==> src/common/pin_mux_regs.svh <==
// Purpose: Field positions, codes and reset values for the pin mux slice.
// Assumes: Pad config fields are four bits wide, one per pin.
// Notes: Definitions only.
`ifndef PIN_MUX_REGS_SVH
`define PIN_MUX_REGS_SVH
`define PAD_FIELD_W 4
`define PAD_CFG_ALT_OUT 4'h9
`define PAD_CFG_ALT_OD 4'hD
`define PAD_CFG_RESET 4'h4
`define A7_FIELD_LSB 12
`define A1_FIELD_LSB 4
`define D1_FIELD_LSB 4
`define D2_FIELD_LSB 8
`define D3_FIELD_LSB 12
`define B3_FIELD_LSB 12
`define B4_FIELD_LSB 0
`define DBG_REGEN_DIS_BIT 4
`define SPI_MASTER_BIT 4
`define UART_HANDSHAKE_BIT 5
`define TIM2_REMAP_CH3_BIT 6
`define TIM2_REMAP_CH4_BIT 7
`define MODE_W 2
`define MODE_DISABLED 2'h0
`define MODE_UART 2'h1
`define MODE_SPI 2'h2
`define MODE_TWI 2'h3
`endif

==> src/common/pin_mux_pkg.sv <==
// Purpose: Types shared by the pin mux slice.
// Assumes: Mode codes follow the header.
// Notes: Holds types only.
package pin_mux_pkg;
   typedef logic [3:0] pad_field_t;
   typedef logic [1:0] serial_mode_t;
endpackage

==> src/hw/serial_timer_pin_mux_slice.sv <==
// Purpose: Alternate function selection for seven general purpose pins.
// Assumes: All inputs are synchronous to clk; configuration is static.
// Notes: Outputs are registered; pad enables are high while driving.
// ----------------------------------------------------------------------
// ----------------------------------------------------------------------
`timescale 1ns/1ps
`default_nettype none
`include "pin_mux_regs.svh"
module serial_timer_pin_mux_slice #(
   parameter int NUM_PINS = 32,
   parameter int SEL_W = 5
) (
   input wire logic clk,
   input wire logic reset_n,
   input wire logic clk_en,
   input wire logic debug_pin_config_regen_dis,
   input wire logic [15:0] porta_high_pad_config,
   input wire logic [15:0] porta_low_pad_config,
   input wire logic [15:0] portd_low_pad_config,
   input wire logic [15:0] portb_low_pad_config,
   input wire logic [15:0] portb_high_pad_config,
   input wire logic [7:0] timer2_remap_option,
   input wire logic timer1_ch4_out_en,
   input wire logic timer2_ch3_out_en,
   input wire logic timer2_ch4_out_en,
   input wire logic [1:0] sercon3_mode_select,
   input wire logic [7:0] sercon3_spi_config,
   input wire logic [7:0] sercon3_uart_config,
   input wire logic [1:0] sercon1_mode_select,
   input wire logic [7:0] sercon1_spi_config,
   input wire logic [7:0] sercon1_uart_config,
   input wire logic [NUM_PINS-1:0] gpio_out,
   input wire logic [NUM_PINS-1:0] gpio_dir,
   input wire logic [NUM_PINS-1:0] pad_in,
   input wire logic [SEL_W-1:0] ext_int_c_pin_select,
   input wire logic [SEL_W-1:0] ext_int_d_pin_select,
   input wire logic [SEL_W-1:0] porta_pin_seven_idx,
   input wire logic [SEL_W-1:0] porta_pin_one_idx,
   input wire logic [SEL_W-1:0] portd_pin_one_idx,
   input wire logic [SEL_W-1:0] portd_pin_two_idx,
   input wire logic [SEL_W-1:0] portd_pin_three_idx,
   input wire logic [SEL_W-1:0] portb_pin_three_idx,
   input wire logic [SEL_W-1:0] portb_pin_four_idx,
   input wire logic regulator_enable,
   input wire logic timer1_channel4_out,
   input wire logic timer2_channel3_out,
   input wire logic timer2_channel4_out,
   input wire logic sercon3_spi_data_out,
   input wire logic sercon3_twi_data_out,
   input wire logic sercon3_twi_clock_out,
   input wire logic sercon3_uart_tx,
   input wire logic sercon3_spi_clock_out,
   input wire logic sercon1_spi_clock_out,
   input wire logic sercon1_request_to_send_n,
   output logic [NUM_PINS-1:0] pad_out,
   output logic [NUM_PINS-1:0] pad_oe,
   output logic timer1_channel4_in,
   output logic timer2_channel3_in,
   output logic timer2_channel4_in,
   output logic sercon3_spi_data_in,
   output logic sercon3_uart_rx,
   output logic sercon3_twi_data_in,
   output logic sercon3_twi_clock_in,
   output logic sercon3_clear_to_send_n,
   output logic sercon3_spi_clock_in,
   output logic sercon1_clear_to_send_n,
   output logic sercon1_spi_clock_in,
   output logic sercon1_slave_select_n,
   output logic ext_interrupt_c,
   output logic ext_interrupt_d
);
   // ----------------------------------------------------------------------
   // Pad field decode
   // ----------------------------------------------------------------------
   wire pin_mux_pkg::pad_field_t a7_f =
      porta_high_pad_config[`A7_FIELD_LSB +: `PAD_FIELD_W];
   wire pin_mux_pkg::pad_field_t a1_f =
      porta_low_pad_config[`A1_FIELD_LSB +: `PAD_FIELD_W];
   wire pin_mux_pkg::pad_field_t d1_f =
      portd_low_pad_config[`D1_FIELD_LSB +: `PAD_FIELD_W];
   wire pin_mux_pkg::pad_field_t d2_f =
      portd_low_pad_config[`D2_FIELD_LSB +: `PAD_FIELD_W];
   wire pin_mux_pkg::pad_field_t d3_f =
      portd_low_pad_config[`D3_FIELD_LSB +: `PAD_FIELD_W];
   wire pin_mux_pkg::pad_field_t b3_f =
      portb_low_pad_config[`B3_FIELD_LSB +: `PAD_FIELD_W];
   wire pin_mux_pkg::pad_field_t b4_f =
      portb_high_pad_config[`B4_FIELD_LSB +: `PAD_FIELD_W];
   wire a7_alt = (a7_f == `PAD_CFG_ALT_OUT);
   wire a1_alt = (a1_f == `PAD_CFG_ALT_OUT);
   wire d1_alt = (d1_f == `PAD_CFG_ALT_OUT);
   wire d1_od = (d1_f == `PAD_CFG_ALT_OD);
   wire d2_od = (d2_f == `PAD_CFG_ALT_OD);
   wire d3_alt = (d3_f == `PAD_CFG_ALT_OUT);
   wire b3_alt = (b3_f == `PAD_CFG_ALT_OUT);
   wire b4_alt = (b4_f == `PAD_CFG_ALT_OUT);

   // ----------------------------------------------------------------------
   // Mode decode
   // ----------------------------------------------------------------------
   wire sc3_spi = (sercon3_mode_select == `MODE_SPI);
   wire sc3_twi = (sercon3_mode_select == `MODE_TWI);
   wire sc3_uart = (sercon3_mode_select == `MODE_UART);
   wire sc3_master = sercon3_spi_config[`SPI_MASTER_BIT];
   wire sc3_hs = sercon3_uart_config[`UART_HANDSHAKE_BIT];
   wire sc1_spi = (sercon1_mode_select == `MODE_SPI);
   wire sc1_uart = (sercon1_mode_select == `MODE_UART);
   wire sc1_master = sercon1_spi_config[`SPI_MASTER_BIT];
   wire sc1_hs = sercon1_uart_config[`UART_HANDSHAKE_BIT];
   wire remap3 = timer2_remap_option[`TIM2_REMAP_CH3_BIT];
   wire remap4 = timer2_remap_option[`TIM2_REMAP_CH4_BIT];
   wire regen_on = !debug_pin_config_regen_dis;

   // ----------------------------------------------------------------------
   // Pin input sampling
   // ----------------------------------------------------------------------
   wire in_a7 = pad_in[porta_pin_seven_idx];
   wire in_a1 = pad_in[porta_pin_one_idx];
   wire in_d1 = pad_in[portd_pin_one_idx];
   wire in_d2 = pad_in[portd_pin_two_idx];
   wire in_d3 = pad_in[portd_pin_three_idx];
   wire in_b3 = pad_in[portb_pin_three_idx];
   wire in_b4 = pad_in[portb_pin_four_idx];

   // ----------------------------------------------------------------------
   // Alternate output selection per special pin
   // ----------------------------------------------------------------------
   // Open-drain pins drive low only; a high level releases the pad.
   wire a7_t1 = !regen_on && timer1_ch4_out_en && a7_alt;
   wire a7_own = regen_on || a7_t1;
   wire a7_val = regen_on ? 1'b0 : timer1_channel4_out;
   wire a7_en = regen_on ? !regulator_enable : 1'b1;
   wire d1_spi = sc3_spi && d1_alt;
   wire d1_twi = sc3_twi && d1_od;
   wire d1_uart = sc3_uart && d1_alt;
   wire d1_own = d1_spi || d1_twi || d1_uart;
   wire d1_val = d1_twi ? 1'b0 : (d1_spi ? sercon3_spi_data_out : sercon3_uart_tx);
   wire d1_en = d1_twi ? !sercon3_twi_data_out : 1'b1;
   wire d2_own = sc3_twi && d2_od;
   wire d2_en = !sercon3_twi_clock_out;
   wire d3_own = sc3_spi && sc3_master && d3_alt;
   wire a1_own = !remap3 && timer2_ch3_out_en && a1_alt;
   wire b3_t2 = remap3 && timer2_ch3_out_en && b3_alt;
   wire b3_sc = (!timer2_ch3_out_en || !remap3) && sc1_spi && sc1_master && b3_alt;
   wire b3_val = b3_t2 ? timer2_channel3_out : sercon1_spi_clock_out;
   wire b4_t2 = remap4 && timer2_ch4_out_en && b4_alt;
   wire b4_sc = (!timer2_ch4_out_en || !remap4) && sc1_uart && sc1_hs && b4_alt;
   wire b4_val = b4_t2 ? timer2_channel4_out : sercon1_request_to_send_n;

   logic [NUM_PINS-1:0] next_out;
   logic [NUM_PINS-1:0] next_oe;
   always_comb begin
      next_out = gpio_out;
      next_oe = gpio_dir;
      if (a7_own) begin
         next_out[porta_pin_seven_idx] = a7_val;
         next_oe[porta_pin_seven_idx] = a7_en;
      end
      if (a1_own) begin
         next_out[porta_pin_one_idx] = timer2_channel3_out;
         next_oe[porta_pin_one_idx] = 1'b1;
      end
      if (d1_own) begin
         next_out[portd_pin_one_idx] = d1_val;
         next_oe[portd_pin_one_idx] = d1_en;
      end
      if (d2_own) begin
         next_out[portd_pin_two_idx] = 1'b0;
         next_oe[portd_pin_two_idx] = d2_en;
      end
      if (d3_own) begin
         next_out[portd_pin_three_idx] = sercon3_spi_clock_out;
         next_oe[portd_pin_three_idx] = 1'b1;
      end
      if (b3_t2 || b3_sc) begin
         next_out[portb_pin_three_idx] = b3_val;
         next_oe[portb_pin_three_idx] = 1'b1;
      end
      if (b4_t2 || b4_sc) begin
         next_out[portb_pin_four_idx] = b4_val;
         next_oe[portb_pin_four_idx] = 1'b1;
      end
   end

   // ----------------------------------------------------------------------
   // Peripheral input selection
   // ----------------------------------------------------------------------
   wire n_t1c4 = in_a7;
   wire n_t2c3 = remap3 ? in_b3 : in_a1;
   wire n_t2c4 = remap4 ? in_b4 : 1'b0;
   wire n_sc3_din = sc3_spi ? in_d2 : 1'b0;
   wire n_sc3_rx = sc3_uart ? in_d2 : 1'b1;
   wire n_sc3_sda = sc3_twi ? in_d1 : 1'b1;
   wire n_sc3_scl = sc3_twi ? in_d2 : 1'b1;
   wire n_sc3_cts = (sc3_uart && sc3_hs) ? in_d3 : 1'b0;
   wire n_sc3_clk = (sc3_spi && !sc3_master) ? in_d3 : 1'b0;
   wire n_sc1_cts = (sc1_uart && sc1_hs) ? in_b3 : 1'b0;
   wire n_sc1_clk = (sc1_spi && !sc1_master) ? in_b3 : 1'b0;
   wire n_sc1_ss = (sc1_spi && !sc1_master) ? in_b4 : 1'b1;
   wire n_irq_c = pad_in[ext_int_c_pin_select];
   wire n_irq_d = pad_in[ext_int_d_pin_select];

   // ----------------------------------------------------------------------
   // Output registers
   // ----------------------------------------------------------------------
   always_ff @(posedge clk or negedge reset_n) begin
      if (!reset_n) begin
         pad_out <= '0;
         pad_oe <= '0;
         timer1_channel4_in <= 1'b0;
         timer2_channel3_in <= 1'b0;
         timer2_channel4_in <= 1'b0;
         sercon3_spi_data_in <= 1'b0;
         sercon3_uart_rx <= 1'b1;
         sercon3_twi_data_in <= 1'b1;
         sercon3_twi_clock_in <= 1'b1;
         sercon3_clear_to_send_n <= 1'b0;
         sercon3_spi_clock_in <= 1'b0;
         sercon1_clear_to_send_n <= 1'b0;
         sercon1_spi_clock_in <= 1'b0;
         sercon1_slave_select_n <= 1'b1;
         ext_interrupt_c <= 1'b0;
         ext_interrupt_d <= 1'b0;
      end else if (clk_en) begin
         pad_out <= next_out;
         pad_oe <= next_oe;
         timer1_channel4_in <= n_t1c4;
         timer2_channel3_in <= n_t2c3;
         timer2_channel4_in <= n_t2c4;
         sercon3_spi_data_in <= n_sc3_din;
         sercon3_uart_rx <= n_sc3_rx;
         sercon3_twi_data_in <= n_sc3_sda;
         sercon3_twi_clock_in <= n_sc3_scl;
         sercon3_clear_to_send_n <= n_sc3_cts;
         sercon3_spi_clock_in <= n_sc3_clk;
         sercon1_clear_to_send_n <= n_sc1_cts;
         sercon1_spi_clock_in <= n_sc1_clk;
         sercon1_slave_select_n <= n_sc1_ss;
         ext_interrupt_c <= n_irq_c;
         ext_interrupt_d <= n_irq_d;
      end
   end

   // ----------------------------------------------------------------------
   // Checks
   // ----------------------------------------------------------------------
   a_regen_od_drive: assert property (@(posedge clk) disable iff (!reset_n)
      clk_en && regen_on && !regulator_enable |=> !pad_out[$past(porta_pin_seven_idx)])
      else $error("regulator enable not driven low");
   a_timer1_gate: assert property (@(posedge clk) disable iff (!reset_n)
      clk_en && !regen_on && !(timer1_ch4_out_en && a7_alt) && !gpio_dir[porta_pin_seven_idx]
      |=> !pad_oe[$past(porta_pin_seven_idx)])
      else $error("timer 1 drives pin without enable");
   a_t1_capture: assert property (@(posedge clk) disable iff (!reset_n)
      clk_en |=> timer1_channel4_in == $past(in_a7))
      else $error("timer 1 capture not from pin seven");
   a_twi_od: assert property (@(posedge clk) disable iff (!reset_n)
      clk_en && d1_twi |=> pad_out[$past(portd_pin_one_idx)] == 1'b0)
      else $error("twi data driven high");
   a_sc3_cts: assert property (@(posedge clk) disable iff (!reset_n)
      clk_en && !(sc3_uart && sc3_hs) |=> !sercon3_clear_to_send_n)
      else $error("cts routed without handshake");
   a_t2c3_in: assert property (@(posedge clk) disable iff (!reset_n)
      clk_en && remap3 |=> timer2_channel3_in == $past(in_b3))
      else $error("timer 2 channel 3 capture wrong pin");
   a_b3_prio: assert property (@(posedge clk) disable iff (!reset_n)
      clk_en && b3_t2 |=> pad_out[$past(portb_pin_three_idx)] == $past(timer2_channel3_out))
      else $error("timer 2 lost port b pin three");
   a_slave_sel: assert property (@(posedge clk) disable iff (!reset_n)
      clk_en && sc1_spi && !sc1_master |=> sercon1_slave_select_n == $past(in_b4))
      else $error("slave select not from pin four");
endmodule
`default_nettype wire

==> config.mk <==
export PLATFORM = sky130hd
export DESIGN_NAME = serial_timer_pin_mux_slice
export DESIGN_NICKNAME = d
export VERILOG_FILES = /design/src/common/pin_mux_pkg.sv /design/src/hw/serial_timer_pin_mux_slice.sv
export VERILOG_INCLUDE_DIRS = /design/src /design/src/common
export SDC_FILE = /design/constraint.sdc
export NUM_CORES = 1
export LEC_CHECK = 0
export ABC_AREA = 0
export BUFFER_PORTS_ARGS = -buffer_cell sky130_fd_sc_hd__buf_2
export CORE_MARGIN = 2
export CORE_UTILIZATION = 40
export DETAILED_ROUTE_END_ITERATION = 6
export GPL_TIMING_DRIVEN = 1
export PLACE_DENSITY = 0.68
export REMOVE_ABC_BUFFERS = 1
export SYNTH_ARGS = -nofsm -noshare
export SYNTH_HDL_FRONTEND = slang
export SYNTH_SLANG_ARGS = --single-unit
==> constraint.sdc <==
create_clock -name clk -period 0.87 [get_ports clk]
set_input_delay 0.174 -clock clk [delete_from_list [all_inputs] [get_ports clk]]
set_output_delay 0.174 -clock clk [all_outputs]
set_load 0.1 [all_outputs]
==> results of run 1 <==
==> routing by layer <==
metal / GRT usage / overflow
met1: 0.777 / 1
met2: 0.927 / 37
met3: 0.609 / 0
met4: 0.743 / 29
met5: 0.377 / 0
==> timing repair <==
| item | 4_1_cts |
|---|---|
| resized for setup | 672 |
| hold buffers | 1 |
| setup buffers | 113 |
| pin swaps | 227 |
| endpoints found under the setup margin | 156 |
| hold endpoints to repair | 74 |
| gates cloned | 4 |
==> logic make-up after synthesis <==
family / share of synthesized area
AND/OR/NAND/NOR: 0.326
AO/OA/AOI/OAI: 0.270
buffers and inverters: 0.0533
multiplexers: 0.173
flip-flops: 0.177
XOR/XNOR: 0.000791
==> through the flow <==
stage / setup TNS, ns / setup WS (ns)
3_3_place_gp: -97.77 / -1.78
3_5_place_dp: -100.70 / -1.77
4_1_cts: -78.36 / -1.02
2_1_floorplan: -89.45 / -1.39
==> metrics list, run 1 <==
- Result of the run: stopped before the end
- Last stage reached: global routing
* Error message: [ERROR GRT-0232] Routing congestion too high. Check the congestion heatmap in the GUI.
- Syn avg cell area: 8.01 um^2
- Of all cell types, the one taking the most synthesized area is sky130_fd_sc_hd__dfrtp_1.
- The cell count after synthesis came out at 1,383.
- GRT Residual Overflow: 67
- Most used flip-flop cell after synthesis: sky130_fd_sc_hd__dfrtp_1
* Number of enable-type register cells in the synthesized netlist: 0
- Total of buffers placed on input and output ports: 274
* Maximum number of pins on one net before global-route repair: 37
* Final worst endpoint reported by repair_timing after global routing: pad_out[2]$_DFFE_PN0P_/D
- In the global route stage, overall resource usage came out at 0.767.
* Count of warnings emitted by yosys: 0
- Routability Congestion: 1.14
- CTS H-tree lvls: 3
- Share of the synthesized area in the top cell type: 0.167
- The placed instances occupy a cell area of 18,400 um^2.
- Chip height: 170 um
* Maximum buffer depth of the clock tree: 2
- Synth cell count leaders: sky130_fd_sc_hd__nand2_1, sky130_fd_sc_hd__nor2_1, sky130_fd_sc_hd__o21ai_0, sky130_fd_sc_hd__mux4_2, sky130_fd_sc_hd__dfrtp_1
* Synthesis-stage register bit count: 78
- Measured along the x axis, the die boundary spans 170 um.
- The synthesized netlist occupies a cell area of 11,100 um^2.
- The netlist uses 92 different library cells.
- Most area-consuming cells after synthesis: sky130_fd_sc_hd__dfrtp_1, sky130_fd_sc_hd__mux4_2, sky130_fd_sc_hd__nand2_1, sky130_fd_sc_hd__nor2_1, sky130_fd_sc_hd__o21ai_0
* Clock sink total: 78
- Effective utilization at floorplan: 0.409
* Number of buffers inserted during clock tree synthesis: 9
* Post-placement cell count: 2,545
- Among all cell types in the netlist, the one instantiated most often is sky130_fd_sc_hd__nand2_1.
* Fraction of registers with async set or reset after synthesis: 1.00
* Worst ep type: sequential cell input
- Rows: 60
- 361 I/O pins were placed.
- Clock tree root buffer cell: sky130_fd_sc_hd__clkbuf_16
- Of the synthesized area, sequential elements account for 0.177.
- Detailed Place HPWL: 58,900 um
==> inputs of run 2 (changes only) <==
--- a/config.mk
+++ b/config.mk
@@ -9,10 +9,10 @@
 export ABC_AREA = 0
 export BUFFER_PORTS_ARGS = -buffer_cell sky130_fd_sc_hd__buf_2
 export CORE_MARGIN = 2
-export CORE_UTILIZATION = 40
+export CORE_UTILIZATION = 25
 export DETAILED_ROUTE_END_ITERATION = 6
 export GPL_TIMING_DRIVEN = 1
-export PLACE_DENSITY = 0.68
+export PLACE_DENSITY_LB_ADDON = 0.15
 export REMOVE_ABC_BUFFERS = 1
 export SYNTH_ARGS = -nofsm -noshare
 export SYNTH_HDL_FRONTEND = slang
==> constraint.sdc (replaced) <==
create_clock -name clk -period 1.1 [get_ports clk]
set_input_delay 0.22 -clock clk [delete_from_list [all_inputs] [get_ports clk]]
set_output_delay 0.22 -clock clk [all_outputs]
set_load 0.1 [all_outputs]
==> metrics list, run 2 <==
- Result of the run: complete, but fails checks
* Global route hottest layer: met2
- Number of pins with negative max-slew slack in the final report: 0
- DIE WIDTH: 215 um (+26%)
- Relative to the synthesized area, the layout overhead comes to 130%.
- For this run the aggregate overflow at the end of global routing stands at 0.
- TritonCTS built the clock tree.
- The final number of hold-violating endpoints was 0.
- Most used flip-flop cell after synthesis: sky130_fd_sc_hd__dfrtp_1
- Critical Path End Type: flop
* Drt first-iter violations: 1,529
* Maximum buffer depth of the clock tree: 2 (unchanged)
- Total of buffers placed on input and output ports: 274 (unchanged)
* Worst EP required: 1.35 ns
* Syn avg cell area: 8.01 um^2 (unchanged)
- GRT Overall Usage: 0.359
- The number of antenna violations at the first check in global routing came to 1.
* Post-synthesis instance total: 1,383 (unchanged)
- The clock sink count came to 78 (unchanged).
- Startpoint kind of the worst setup timing path: primary input
- The number of placement rows was 77 (+28%).
- The largest registers in the layout are pad_oe: 32 flops, pad_out: 32 flops.
- Of the available clock period, the critical path in the final layout requires 1.81.
* Ports: 361 (unchanged)
- Class of the most critical hold timing path: in2reg
* Maximum number of pins on one net before global-route repair: 50
- In this run the tightest slew margin relative to its limit is 0.508.
- The starting utilization of the core area is 0.252 (-0.157).
- Layout cells sized above 1: 0.712
* Finished Layout Cells: 3,006
- For this run, global-route usage on met3 was measured as 0.0530.
* Worst-case hold slack: 0.124 ns
* Cell seen most often among critical-path stages: sky130_fd_sc_hd__buf_6
* RSZ-0062 raised after global routing: yes
* Most area-consuming cells after synthesis: sky130_fd_sc_hd__dfrtp_1, sky130_fd_sc_hd__mux4_2, sky130_fd_sc_hd__nand2_1, sky130_fd_sc_hd__nor2_1, sky130_fd_sc_hd__o21ai_0
- Power per Cell Area: 664 nW/um^2
- Upper clock frequency limit: 0.502 GHz
- The synthesis warning total was 0 (unchanged).
- Most used standard cell by instance count after synthesis: sky130_fd_sc_hd__nand2_1
* Via count of the first global-routing pass: 17,000
- Share of the synthesized area in the top cell type: 0.167 (unchanged)
* Fraction of registers with async set or reset after synthesis: 1.00 (unchanged)
- The floorplan die height came to 215 um (+26%).
- The last weighted congestion value of the routability-driven placer was 1.03 (-9.5%).
- Violations in the final reports: negative setup slack
- For the worst setup path, the data arrival time is 2.24 ns.
* Critical path fanouts, max: 5
- The count of flip-flops with a built-in enable after synthesis is 0 (unchanged).
- Summing all non-filler instances in the final layout gives an area of 25,500 um^2.
- Maximum Capacitance Violations: 0
- For the pin with the worst max-slew slack, the measured transition is 0.739 ns.
* Fin Setup TNS: -52.19 ns
* Total number of vias: 17,100
- The cell count after placement was 2,825 (+11%).
- Count of final setup violators: 156
* Synthesized cell area: 11,100 um^2 (unchanged)
- Highest-delay cell along the critical path: sky130_fd_sc_hd__a222oi_1
- Seq/Total Area, Yosys: 0.177 (unchanged)
* Post-route DRC violation count: 0
- Routed via count divided by cell count: 5.70
* Area of the die: 46,000 um^2
- After layout, the minimum clock period comes to 1.99 ns.
- Synth cell count leaders: sky130_fd_sc_hd__nand2_1, sky130_fd_sc_hd__nor2_1, sky130_fd_sc_hd__o21ai_0, sky130_fd_sc_hd__mux4_2, sky130_fd_sc_hd__dfrtp_1
* Detailed Place HPWL: 68,000 um (+16%)
- Leakage component of the power: 10.7 nW
- The worst setup path is of the in2reg kind.
- Number of nets with antenna violations after detailed routing: 0
- At the end of the flow, the number of nets in the layout was 2,692.
* CTS H-tree lvls: 3 (unchanged)
- The setup check on the worst reg-to-reg path leaves a slack of 0.09 ns.
- In the layout the commonest cells are sky130_fd_sc_hd__buf_4, sky130_fd_sc_hd__buf_6, sky130_fd_sc_hd__nand2_1, sky130_fd_sc_hd__buf_2, sky130_fd_sc_hd__buf_12.
- After clock tree synthesis, the clock-pin slew on the worst setup and hold paths is 0.07 ns.
- Synthesis-stage register bit count: 78 (unchanged)
- GR Util met1: 0.505
- The completed layout was analyzed and its total power is 16.9 mW.
* Number of buffers inserted during clock tree synthesis: 9 (unchanged)
- Clock tree root buffer cell: sky130_fd_sc_hd__clkbuf_16
- The number of different library cells in the post-synthesis netlist came to 92 (unchanged).
- Cell area reported after detailed placement: 19,300 um^2 (+4.6%)
- In the final routed layout, each cell accounts on average for 28.0 um.
- Iteration count of the initial detailed-routing pass: 6
* Wire length of the first global-routing pass: 120,000 um
- WL final: 84,300 um
* Worst clock skew on the final layout: 0 ns
- Commonest non-fill, non-tap cell in the layout: sky130_fd_sc_hd__buf_4
* Core Region: 43,900 um^2
- Worst-case setup margin in the final layout: -0.891 ns
- Antenna diode instance count: 0
- Source-to-sink clock delay at the later pin of the worst-skew pair: 0.38 ns
* VDD IR-drop max: 0.697 mV
* Cells traversed along the worst timing path: buf_6 > or2_4 > o21ai_4 > buf_6 > buf_4 > buf_6 > buf_6 > nand3_4 > a222oi_1 > nor4_2 > a211oi_1 > buf_4 > o41ai_2
- Biggest area consumer among synthesized cells: sky130_fd_sc_hd__dfrtp_1
- Met2 routing resource usage after global routing: 0.568
- Largest stage delay on the critical path: 0.37 ns
## run 2: cells by family (layout without fill, tap and decap cells)
group,count (synthesis),in the layout,share of synthesized area
simple gates,667,667,0.326
mux,91,91,0.173
compound gates,419,419,0.270
buf+inv,127,1158,0.0533
flops,78,78,0.177
xor+xnor,1,1,0.000791
## run 2: per-layer routing
metal / share of wire / up-vias / wire (um)
met3: 0.075 / 134 / 6330
met4: 0.034 / 2 / 2900
met5: 0.00014 / - / 12
met2: 0.45 / 855 / 38100
met1: 0.44 / 8565 / 37000
li1: - / 7585 / -
## run 2: repair_timing
action,CTS,global route
endpoints found under the setup margin,156,156
hold buffers,1,0
endpoints found under the hold margin,13,0
pin swaps,253,183
buffers inserted,131,70
resized for setup,786,250
cloned,1,2
## run 2: critical path: cells and delay by family
| kind | cells | cell delay (ns) |
|---|---|---|
| simple gates | 3 | 0.43 |
| buf+inv | 6 | 0.74 |
| compound gates | 4 | 0.86 |
## run 2: path summary, 6_finish.rpt
check | start | cells after the start | endpoint
setup / recovery | porta_high_pad_config[14] | 13 | pad_out[14]$_DFFE_PN0P_
hold / removal | sercon3_uart_config[5] | 3 | sercon3_clear_to_send_n$_DFFE_PN0P_
setup reg to reg | pad_out[2]$_DFFE_PN0P_ | 2 | pad_out[2]$_DFFE_PN0P_
hold reg to reg | sercon3_twi_clock_in$_DFFE_PN1P_ | 2 | sercon3_twi_clock_in$_DFFE_PN1P_
max in group asynchronous | reset_n | 3 | sercon3_twi_data_in$_DFFE_PN1P_
min in group asynchronous | reset_n | 2 | pad_out[19]$_DFFE_PN0P_
## run 2: through the flow
step                 util  setup WS (ns)
floorplan               -          -1.21
global placement    0.439          -1.89
detailed placement  0.439          -1.87
CTS                 0.544         -0.757
global route        0.581         -0.874
finish              0.581         -0.891
## run 2: cell type report
class                   count  area [um^2]
inverters                  15         56.3
repair buffers           1127        10500
fillers                  3957        18400
flip-flops and latches     78         1970
clock buffers              10          239
well taps                 592          741
clock inverters             6         92.6
multi-input cells        1178        11900
## run 2: where the power goes
group          switching, mW  internal [mW]
registers              0.338           3.15
logic                   5.46           4.33
clock network           1.59           2.07
total                   7.38           9.55
Note: power is estimated with default switching activity, not from simulation.
==> inputs of run 3 (changes only) <==
--- a/config.mk
+++ b/config.mk
@@ -14,6 +14,8 @@
 export GPL_TIMING_DRIVEN = 1
 export PLACE_DENSITY_LB_ADDON = 0.15
 export REMOVE_ABC_BUFFERS = 1
+export SLEW_MARGIN = 20
 export SYNTH_ARGS = -nofsm -noshare
 export SYNTH_HDL_FRONTEND = slang
 export SYNTH_SLANG_ARGS = --single-unit
+export TNS_END_PERCENT = 5
==> metrics list, run 3 (synthesized netlist as in run 2, its figures left out) <==
- The flow ran to the end, but the final reports show violations.
* Violations in the final reports: negative setup slack
* Wire length per cell: 28.2 um (+0.63%)
- Rows: 77 (unchanged)
* Post-layout utilization of the core: 0.501 (-0.0798)
- Class of the most critical hold timing path: in2reg
- The arrival time at the worst endpoint is 2.25 ns (about the same).
- Number of buffers inserted during clock tree synthesis: 9 (unchanged)
- WL final: 81,100 um (-3.8%)
* Number of cells traversed by the worst hold path: 3 (unchanged)
* Chip height: 215 um (unchanged)
- The leakage dissipation was 9.25 nW (-14%).
- Antenna diode instance count: 0 (unchanged)
* Clock sink total: 78 (unchanged)
- Maximum buffer depth of the clock tree: 2 (unchanged)
* Finished Layout Cells: 2,874 (-4.4%)
* Slew Limit Headroom: 0.405 (-0.102)
* Worst Setup Slack post-DPL: -1.87 ns (unchanged)
- Number of nets with antenna violations after detailed routing: 0 (unchanged)
- Total of buffers placed on input and output ports: 274 (unchanged)
- The violation count after the first detailed-routing iteration is 1,616 (+5.7%).
* Crit Path Category: in2reg
- Post-route total power: 16.0 mW (-5.5%)
* Worst EP required: 1.37 ns (+0.02 ns)
* Reg2reg end: pad_out[27]$_DFFE_PN0P_
- The first-pass detailed-route iteration total came to 6 (unchanged).
- The placeable core region came to 43,900 um^2 (unchanged).
* GRT Overall Usage: 0.347 (-0.0119)
- In this run the critical register-to-register path is launched from pad_out[27]$_DFFE_PN0P_.
* Least-Margin Pin Slew: 0.889 ns (+0.150 ns)
* Worst-case setup margin in the final layout: -0.875 ns (+0.0153 ns)
* Hold path endpoint: sercon3_clear_to_send_n$_DFFE_PN0P_
- Via count of the first global-routing pass: 16,100 (-5.6%)
* Met2 WL: 36,000 um (-5.6%)
- The largest individual stage delay along the critical path comes from the cell sky130_fd_sc_hd__a222oi_1.
* Post-route DRC violation count: 0 (unchanged)
* Wire length of the first global-routing pass: 116,000 um (-3.8%)
- Post-placement cell count: 2,825 (unchanged)
* Post-layout net count: 2,560 (-4.9%)
- DIE WIDTH: 215 um (unchanged)
- Antenna violations before repair: 2 (+1)
- Detailed Place HPWL: 68,000 um (unchanged)
- The starting utilization of the core area is 0.252 (unchanged).
- The largest registers in the layout are pad_oe: 32 flops, pad_out: 32 flops.
- Largest stage delay on the critical path: 0.65 ns (+0.28 ns)
- The clock tree skew after final layout came to 0 ns (unchanged).
- The largest fanout on the critical path came to 5 (unchanged).
- Synth-to-Final Area Change: 98.6%
- Number of pins with negative max-slew slack in the final report: 0 (unchanged)
* Clock tree root buffer cell: sky130_fd_sc_hd__clkbuf_16
- Post-route clock period utilization: 1.80 (-0.0139)
* Met1 WL: 35,700 um (-3.3%)
- Setup slack of the worst register-to-register path: 0.12 ns (+0.03 ns)
* Met3 Wirelength: 7130 um (+13%)
- The length in cells of the worst reg-to-reg path was 1 (-1).
- In this run the most critical hold path is launched from sercon3_uart_config[5].
- The ratio of cells with drive above 1 in the final layout came to 0.613 (-0.0990).
* Fin. Hold Viols: 0 (unchanged)
* Startpoint kind of the worst setup timing path: primary input
* RSZ-0062 raised after global routing: yes
- Routability Congestion: 1.03 (unchanged)
- Maximum number of pins on one net before global-route repair: 50 (unchanged)
- The worst setup path is captured at a flop.
- Top routing layer used: met4
* Fin Setup TNS: -53.71 ns (-1.52 ns)
- Source-to-sink clock delay at the later pin of the worst-skew pair: 0.38 ns (about the same)
- VDD IR-drop max: 0.728 mV (+4.4%)
- In the layout the commonest cells are sky130_fd_sc_hd__buf_4, sky130_fd_sc_hd__nand2_1, sky130_fd_sc_hd__buf_2.
- Count of final setup violators: 156 (unchanged)
- TritonCTS clock tree: yes
- Upper clock frequency limit: 0.506 GHz (+0.77%)
* Power per Cell Area: 727 nW/um^2 (+9.5%)
- GRT Residual Overflow: 0 (unchanged)
- The library cell used most frequently in the layout, excluding fill and tap cells, is sky130_fd_sc_hd__buf_4.
- Total number of vias: 16,400 (-4.2%)
* CTS H-tree lvls: 3 (unchanged)
- Ports: 361 (unchanged)
* Cells traversed along the worst timing path: buf_2 > and4bb_2 > and3_4 > buf_4 > a222oi_1 > or3_1 > a221oi_2 > a221o_1
- The minimum clock period after layout is 1.98 ns (-0.0153 ns).
- Routed via count divided by cell count: 5.71 (+0.16%)
- The clock edge transition at the registers on the reported setup and hold paths was 0.07 ns (about the same).
- The area of the die came to 46,000 um^2 (unchanged).
- The number of violations of the max-capacitance limit was 0 (unchanged).
-- run 3: cell type report --
cell class	count	area, um^2
clock buffer	10	239
clock inverter	6	92.6
fill	4321	21900
inverter	15	56.3
multi-input combinational	1178	10100
sequential	78	1970
tap	592	741
timing repair buffer	995	8770
-- run 3: timing repair --
item / in CTS / in global routing
setup buffers: 20 / 15
hold endpoints to repair: 13 / 0
pin swaps: 91 / 48
hold buffers: 1 / 0
resized for setup: 358 / 138
cloned: 0 / 0
endpoints found under the setup margin: 156 / 156
-- run 3: worst max-delay path, delay by kind of cell --
kind / cells / cell delay (ns)
AO/OA/AOI/OAI: 3 / 0.99
buffers and inverters: 2 / 0.29
AND/OR/NAND/NOR: 3 / 0.74
-- run 3: power by group --
group,internal (mW),total [mW],leakage [nW],switching (mW)
Combinational,3.77,8.84,8.20,5.07
Clock,2.07,3.66,0.155,1.59
Sequential,3.15,3.50,0.904,0.350
Total,8.99,16.0,9.25,7.00
-- run 3: layer usage --
| metal | track usage | up-vias |
|---|---|---|
| met5 | 0 | - |
| met4 | 0.0917 | 0 |
| met3 | 0.0563 | 104 |
| met2 | 0.540 | 873 |
| met1 | 0.498 | 8117 |
| li1 | - | 7321 |
-- run 3: worst max-delay path by stage --
stage	from	to	slack, ns	depth (start not counted)
floorplan	portd_low_pad_config[5]	pad_out[29]$_DFFE_PN0P_	-1.21	6
global placement	portd_low_pad_config[13]	pad_out[9]$_DFFE_PN0P_	-1.89	10
detailed placement	portd_low_pad_config[13]	pad_out[9]$_DFFE_PN0P_	-1.87	10
CTS	portd_pin_three_idx[2]	pad_out[9]$_DFFE_PN0P_	-0.77	10
global route	portd_low_pad_config[13]	pad_out[19]$_DFFE_PN0P_	-0.86	10
finish	timer2_ch3_out_en	pad_out[24]$_DFFE_PN0P_	-0.88	8
-- run 3: through the flow --
step	hold slack (ns)	cell area [um^2]
after CTS	0.0944	21300
after global placement	0.156	19300
after detailed placement	0.162	19300
final	0.107	22000
after floorplan	-0.0756	10500
after global routing	0.111	22000
==> inputs of run 4 (changes only) <==
--- a/config.mk
+++ b/config.mk
@@ -10,6 +10,7 @@
 export BUFFER_PORTS_ARGS = -buffer_cell sky130_fd_sc_hd__buf_2
 export CORE_MARGIN = 2
 export CORE_UTILIZATION = 25
+export CTS_BUF_LIST = sky130_fd_sc_hd__clkbuf_2 sky130_fd_sc_hd__clkbuf_4 sky130_fd_sc_hd__clkbuf_8
 export DETAILED_ROUTE_END_ITERATION = 6
 export GPL_TIMING_DRIVEN = 1
 export PLACE_DENSITY_LB_ADDON = 0.15
==> metrics list, run 4 (synthesized netlist as in run 2, its figures left out) <==
- Result of the run: complete, but fails checks
- Violations in the final reports: negative setup slack
- Rows: 77 (unchanged)
- The overall overflow remaining after global route is 0 (unchanged).
- Met3 usage in global routing: 0.0543 (-0.00199)
* Maximum buffer depth of the clock tree: 2 (unchanged)
- Post-route DRC violation count: 0 (unchanged)
- Worst-case setup margin in the final layout: -0.852 ns (+0.0236 ns)
* Met2 routing resource usage after global routing: 0.537 (-0.00249)
- The final worst-path cycle share came to 1.77 (-0.0215).
- GR Util met1: 0.493 (-0.00441)
- The worst hold path belongs to the class in2reg.
- The power spent charging and discharging nets is 6.94 mW (-0.86%).
- The clock buffer count from CTS was 9 (unchanged).
- Share of power burned in the clock network: 0.190 (-0.039)
- The half-perimeter wire length after placement is 68,000 um (unchanged).
* Synth-to-Final Area Change: 97.8%
- The peak ir drop on the vdd network came to 0.557 mV (-23%).
* Power per Cell Area: 694 nW/um^2 (-4.6%)
- The worst setup path is launched from a primary input.
- Multi-input combinational cell area: 10,100 um^2 (unchanged)
- The average vias per placed instance was 5.69 (-0.44%).
- The starting utilization of the core area is 0.252 (unchanged).
* Maximum number of pins on one net before global-route repair: 50 (unchanged)
- The final number of hold-violating endpoints was 0 (unchanged).
* Worst-path clk slew: 0.11 ns (+0.04 ns)
- Shortest clock period the worst path allows after layout: 1.95 ns (-0.0236 ns)
* Leakage component of the power: 9.24 nW (-0.12%)
- The count of input and output buffers is 274 (unchanged).
* Total number of vias: 16,400 (-0.30%)
- The last weighted congestion value of the routability-driven placer came to 1.03 (unchanged).
* Number of nets with antenna violations after detailed routing: 0 (unchanged)
- Sequential Power Share: 0.230 (+0.011)
* Least-Margin Pin Slew: 0.888 ns (-0.000815 ns)
- Antenna violations before repair: 3 (+1)
* WL final: 80,900 um (-0.24%)
* Registers with the highest flip-flop counts: pad_oe: 32 flops, pad_out: 32 flops
- The average wire length per cell after detail routing came to 28.1 um (-0.38%).
* Ports: 361 (unchanged)
* Iteration count of the initial detailed-routing pass: 6 (unchanged)
- GRT Overall Usage: 0.346 (-0.000903)
* Net switching fraction of the power: 0.457 (+0.0189)
- The violation count after the first detailed-routing iteration is 1,436 (-11%).
- Final Instance Area: 21,900 um^2 (-0.40%)
- Critical Path End Type: flop
- The number of filler cells placed in the layout is 4,328 (+0.16%).
- The setup-violating endpoint count in the final report was 156 (unchanged).
* Layout cells sized above 1: 0.613 (about the same)
* Wire length of the first global-routing pass: 116,000 um (-0.29%)
- Share of total power in combinational logic: 0.580 (+0.027)
- Global route hottest layer: met2
- Upper clock frequency limit: 0.512 GHz (+1.2%)
* Fin Setup TNS: -54.37 ns (-0.658 ns)
- Critical path fanouts, max: 5 (unchanged)
- Slew Limit Headroom: 0.406 (+0.000545)
- Worst clock skew on the final layout: 0 ns (unchanged)
* Worst EP required: 1.43 ns (+0.06 ns)
- The root buffer cell chosen for the clock tree is sky130_fd_sc_hd__clkbuf_8.
* Crit Path Category: in2reg
- Area of the die: 46,000 um^2 (unchanged)
* Via count of the first global-routing pass: 16,100 (-0.050%)
- The number of violations of the max-capacitance limit came to 0 (unchanged).
- The worst hold margin came to 0.0449 ns (-0.0624 ns).
- The placeable core region is 43,900 um^2 (unchanged).
* Arrival time reported for the critical path endpoint: 2.29 ns (+0.04 ns)
* Number of pins with negative max-slew slack in the final report: 0 (unchanged)
- TritonCTS built the clock tree.
- DIE WIDTH: 215 um (unchanged)
- The area used by sequential logic in the layout is 1970 um^2 (unchanged).
* Cell area reported after detailed placement: 19,300 um^2 (unchanged)
- RSZ-0062 raised after global routing: yes
- The library cells used most frequently in the layout, excluding fill and tap cells, are sky130_fd_sc_hd__buf_4, sky130_fd_sc_hd__buf_2, sky130_fd_sc_hd__nand2_1.
- Chip height: 215 um (unchanged)
- Leaving out fill and tap cells, the most frequent cell in the layout is sky130_fd_sc_hd__buf_4.
* Post-layout net count: 2,562 (+0.078%)
- The maximum level of the CTS H-tree is 3 (unchanged).
- Clock sink total: 78 (unchanged)
* Internal Power: 8.26 mW (-8.2%)
- Source-to-sink clock delay at the later pin of the worst-skew pair: 0.43 ns (+0.05 ns)
[run 4: changes by cell type in the layout (fill, tap and decap cells not counted), moves of 3 or more]
cell                        previous run  this run
sky130_fd_sc_hd__nor2_1              126       130
sky130_fd_sc_hd__buf_2               145       148
sky130_fd_sc_hd__nor3_2               16         9
sky130_fd_sc_hd__nand2_1             150       147
sky130_fd_sc_hd__clkbuf_8              1        10
sky130_fd_sc_hd__clkbuf_16             9         0
sky130_fd_sc_hd__nor2_2               21        15
sky130_fd_sc_hd__nor3_1               28        33
[run 4: final timing paths]
path | start | to | slack (ns) | cells past startpoint
min in group asynchronous | reset_n | pad_oe[18]$_DFFE_PN0P_ | 0.22 | 2
worst max-delay path | timer2_ch3_out_en | pad_out[24]$_DFFE_PN0P_ | -0.85 | 8
worst max register to register | pad_out[30]$_DFFE_PN0P_ | pad_out[30]$_DFFE_PN0P_ | 0.13 | 2
max in group asynchronous | reset_n | sercon3_twi_data_in$_DFFE_PN1P_ | 0.34 | 3
worst min-delay path | sercon3_uart_config[5] | sercon3_clear_to_send_n$_DFFE_PN0P_ | 0.04 | 3
worst min register to register | sercon3_twi_clock_in$_DFFE_PN1P_ | sercon3_twi_clock_in$_DFFE_PN1P_ | 0.52 | 2
[run 4: final cells by class]
type	instances	share of cell area
multi-input cells	1178	0.463
repair buffers	997	0.400
flip-flops and latches	78	0.0897
well taps	592	0.0338
clock buffers	10	0.00628
clock inverters	6	0.00422
inverters	15	0.00257
diodes	2	0.000228
[run 4: critical path, stage by stage]
cell	delay, ns
sky130_fd_sc_hd__buf_2	0.14
sky130_fd_sc_hd__and4bb_2	0.29
sky130_fd_sc_hd__and3_4	0.22
sky130_fd_sc_hd__buf_4	0.15
sky130_fd_sc_hd__a222oi_1	0.68
sky130_fd_sc_hd__or3_1	0.24
sky130_fd_sc_hd__a221oi_2	0.07
sky130_fd_sc_hd__a221o_1	0.27
[run 4: timing repair]
item / CTS / global route
hold buffers: 1 / 0
setup endpoints to repair: 156 / 156
endpoints found under the hold margin: 40 / 0
resized for setup: 369 / 124
setup buffers: 20 / 16
pin swaps: 99 / 49
[run 4: power by group through the flow]
stage / Sequential [mW] / Clock (mW) / Combinational, mW
after global routing: 3.53 / 2.97 / 9.12
after CTS: 3.50 / 2.92 / 8.56
final: 3.50 / 2.89 / 8.82
after detailed placement: 3.54 / 0 / 8.11
after floorplan: 5.33 / 0 / 1.72
after global placement: 3.54 / 0 / 8.09
[run 4: routing by layer]
layer  share of wire  routed length (um)  vias up
li1                -                   -     7308
met1            0.45               36300     8134
met2            0.44               35600      823
met3           0.080                6510      101
met4           0.031                2510        0
met5               0                   0        -
[run 4: stage by stage]
step,power (mW),cells,util,setup slack (ns)
after floorplan,7.04,1271,-,-1.21
after global placement,11.6,2825,0.439,-1.89
after detailed placement,11.7,2825,0.439,-1.87
after CTS,15.0,2861,0.483,-0.695
after global routing,15.6,2877,0.499,-0.826
final,15.2,2878,0.499,-0.852
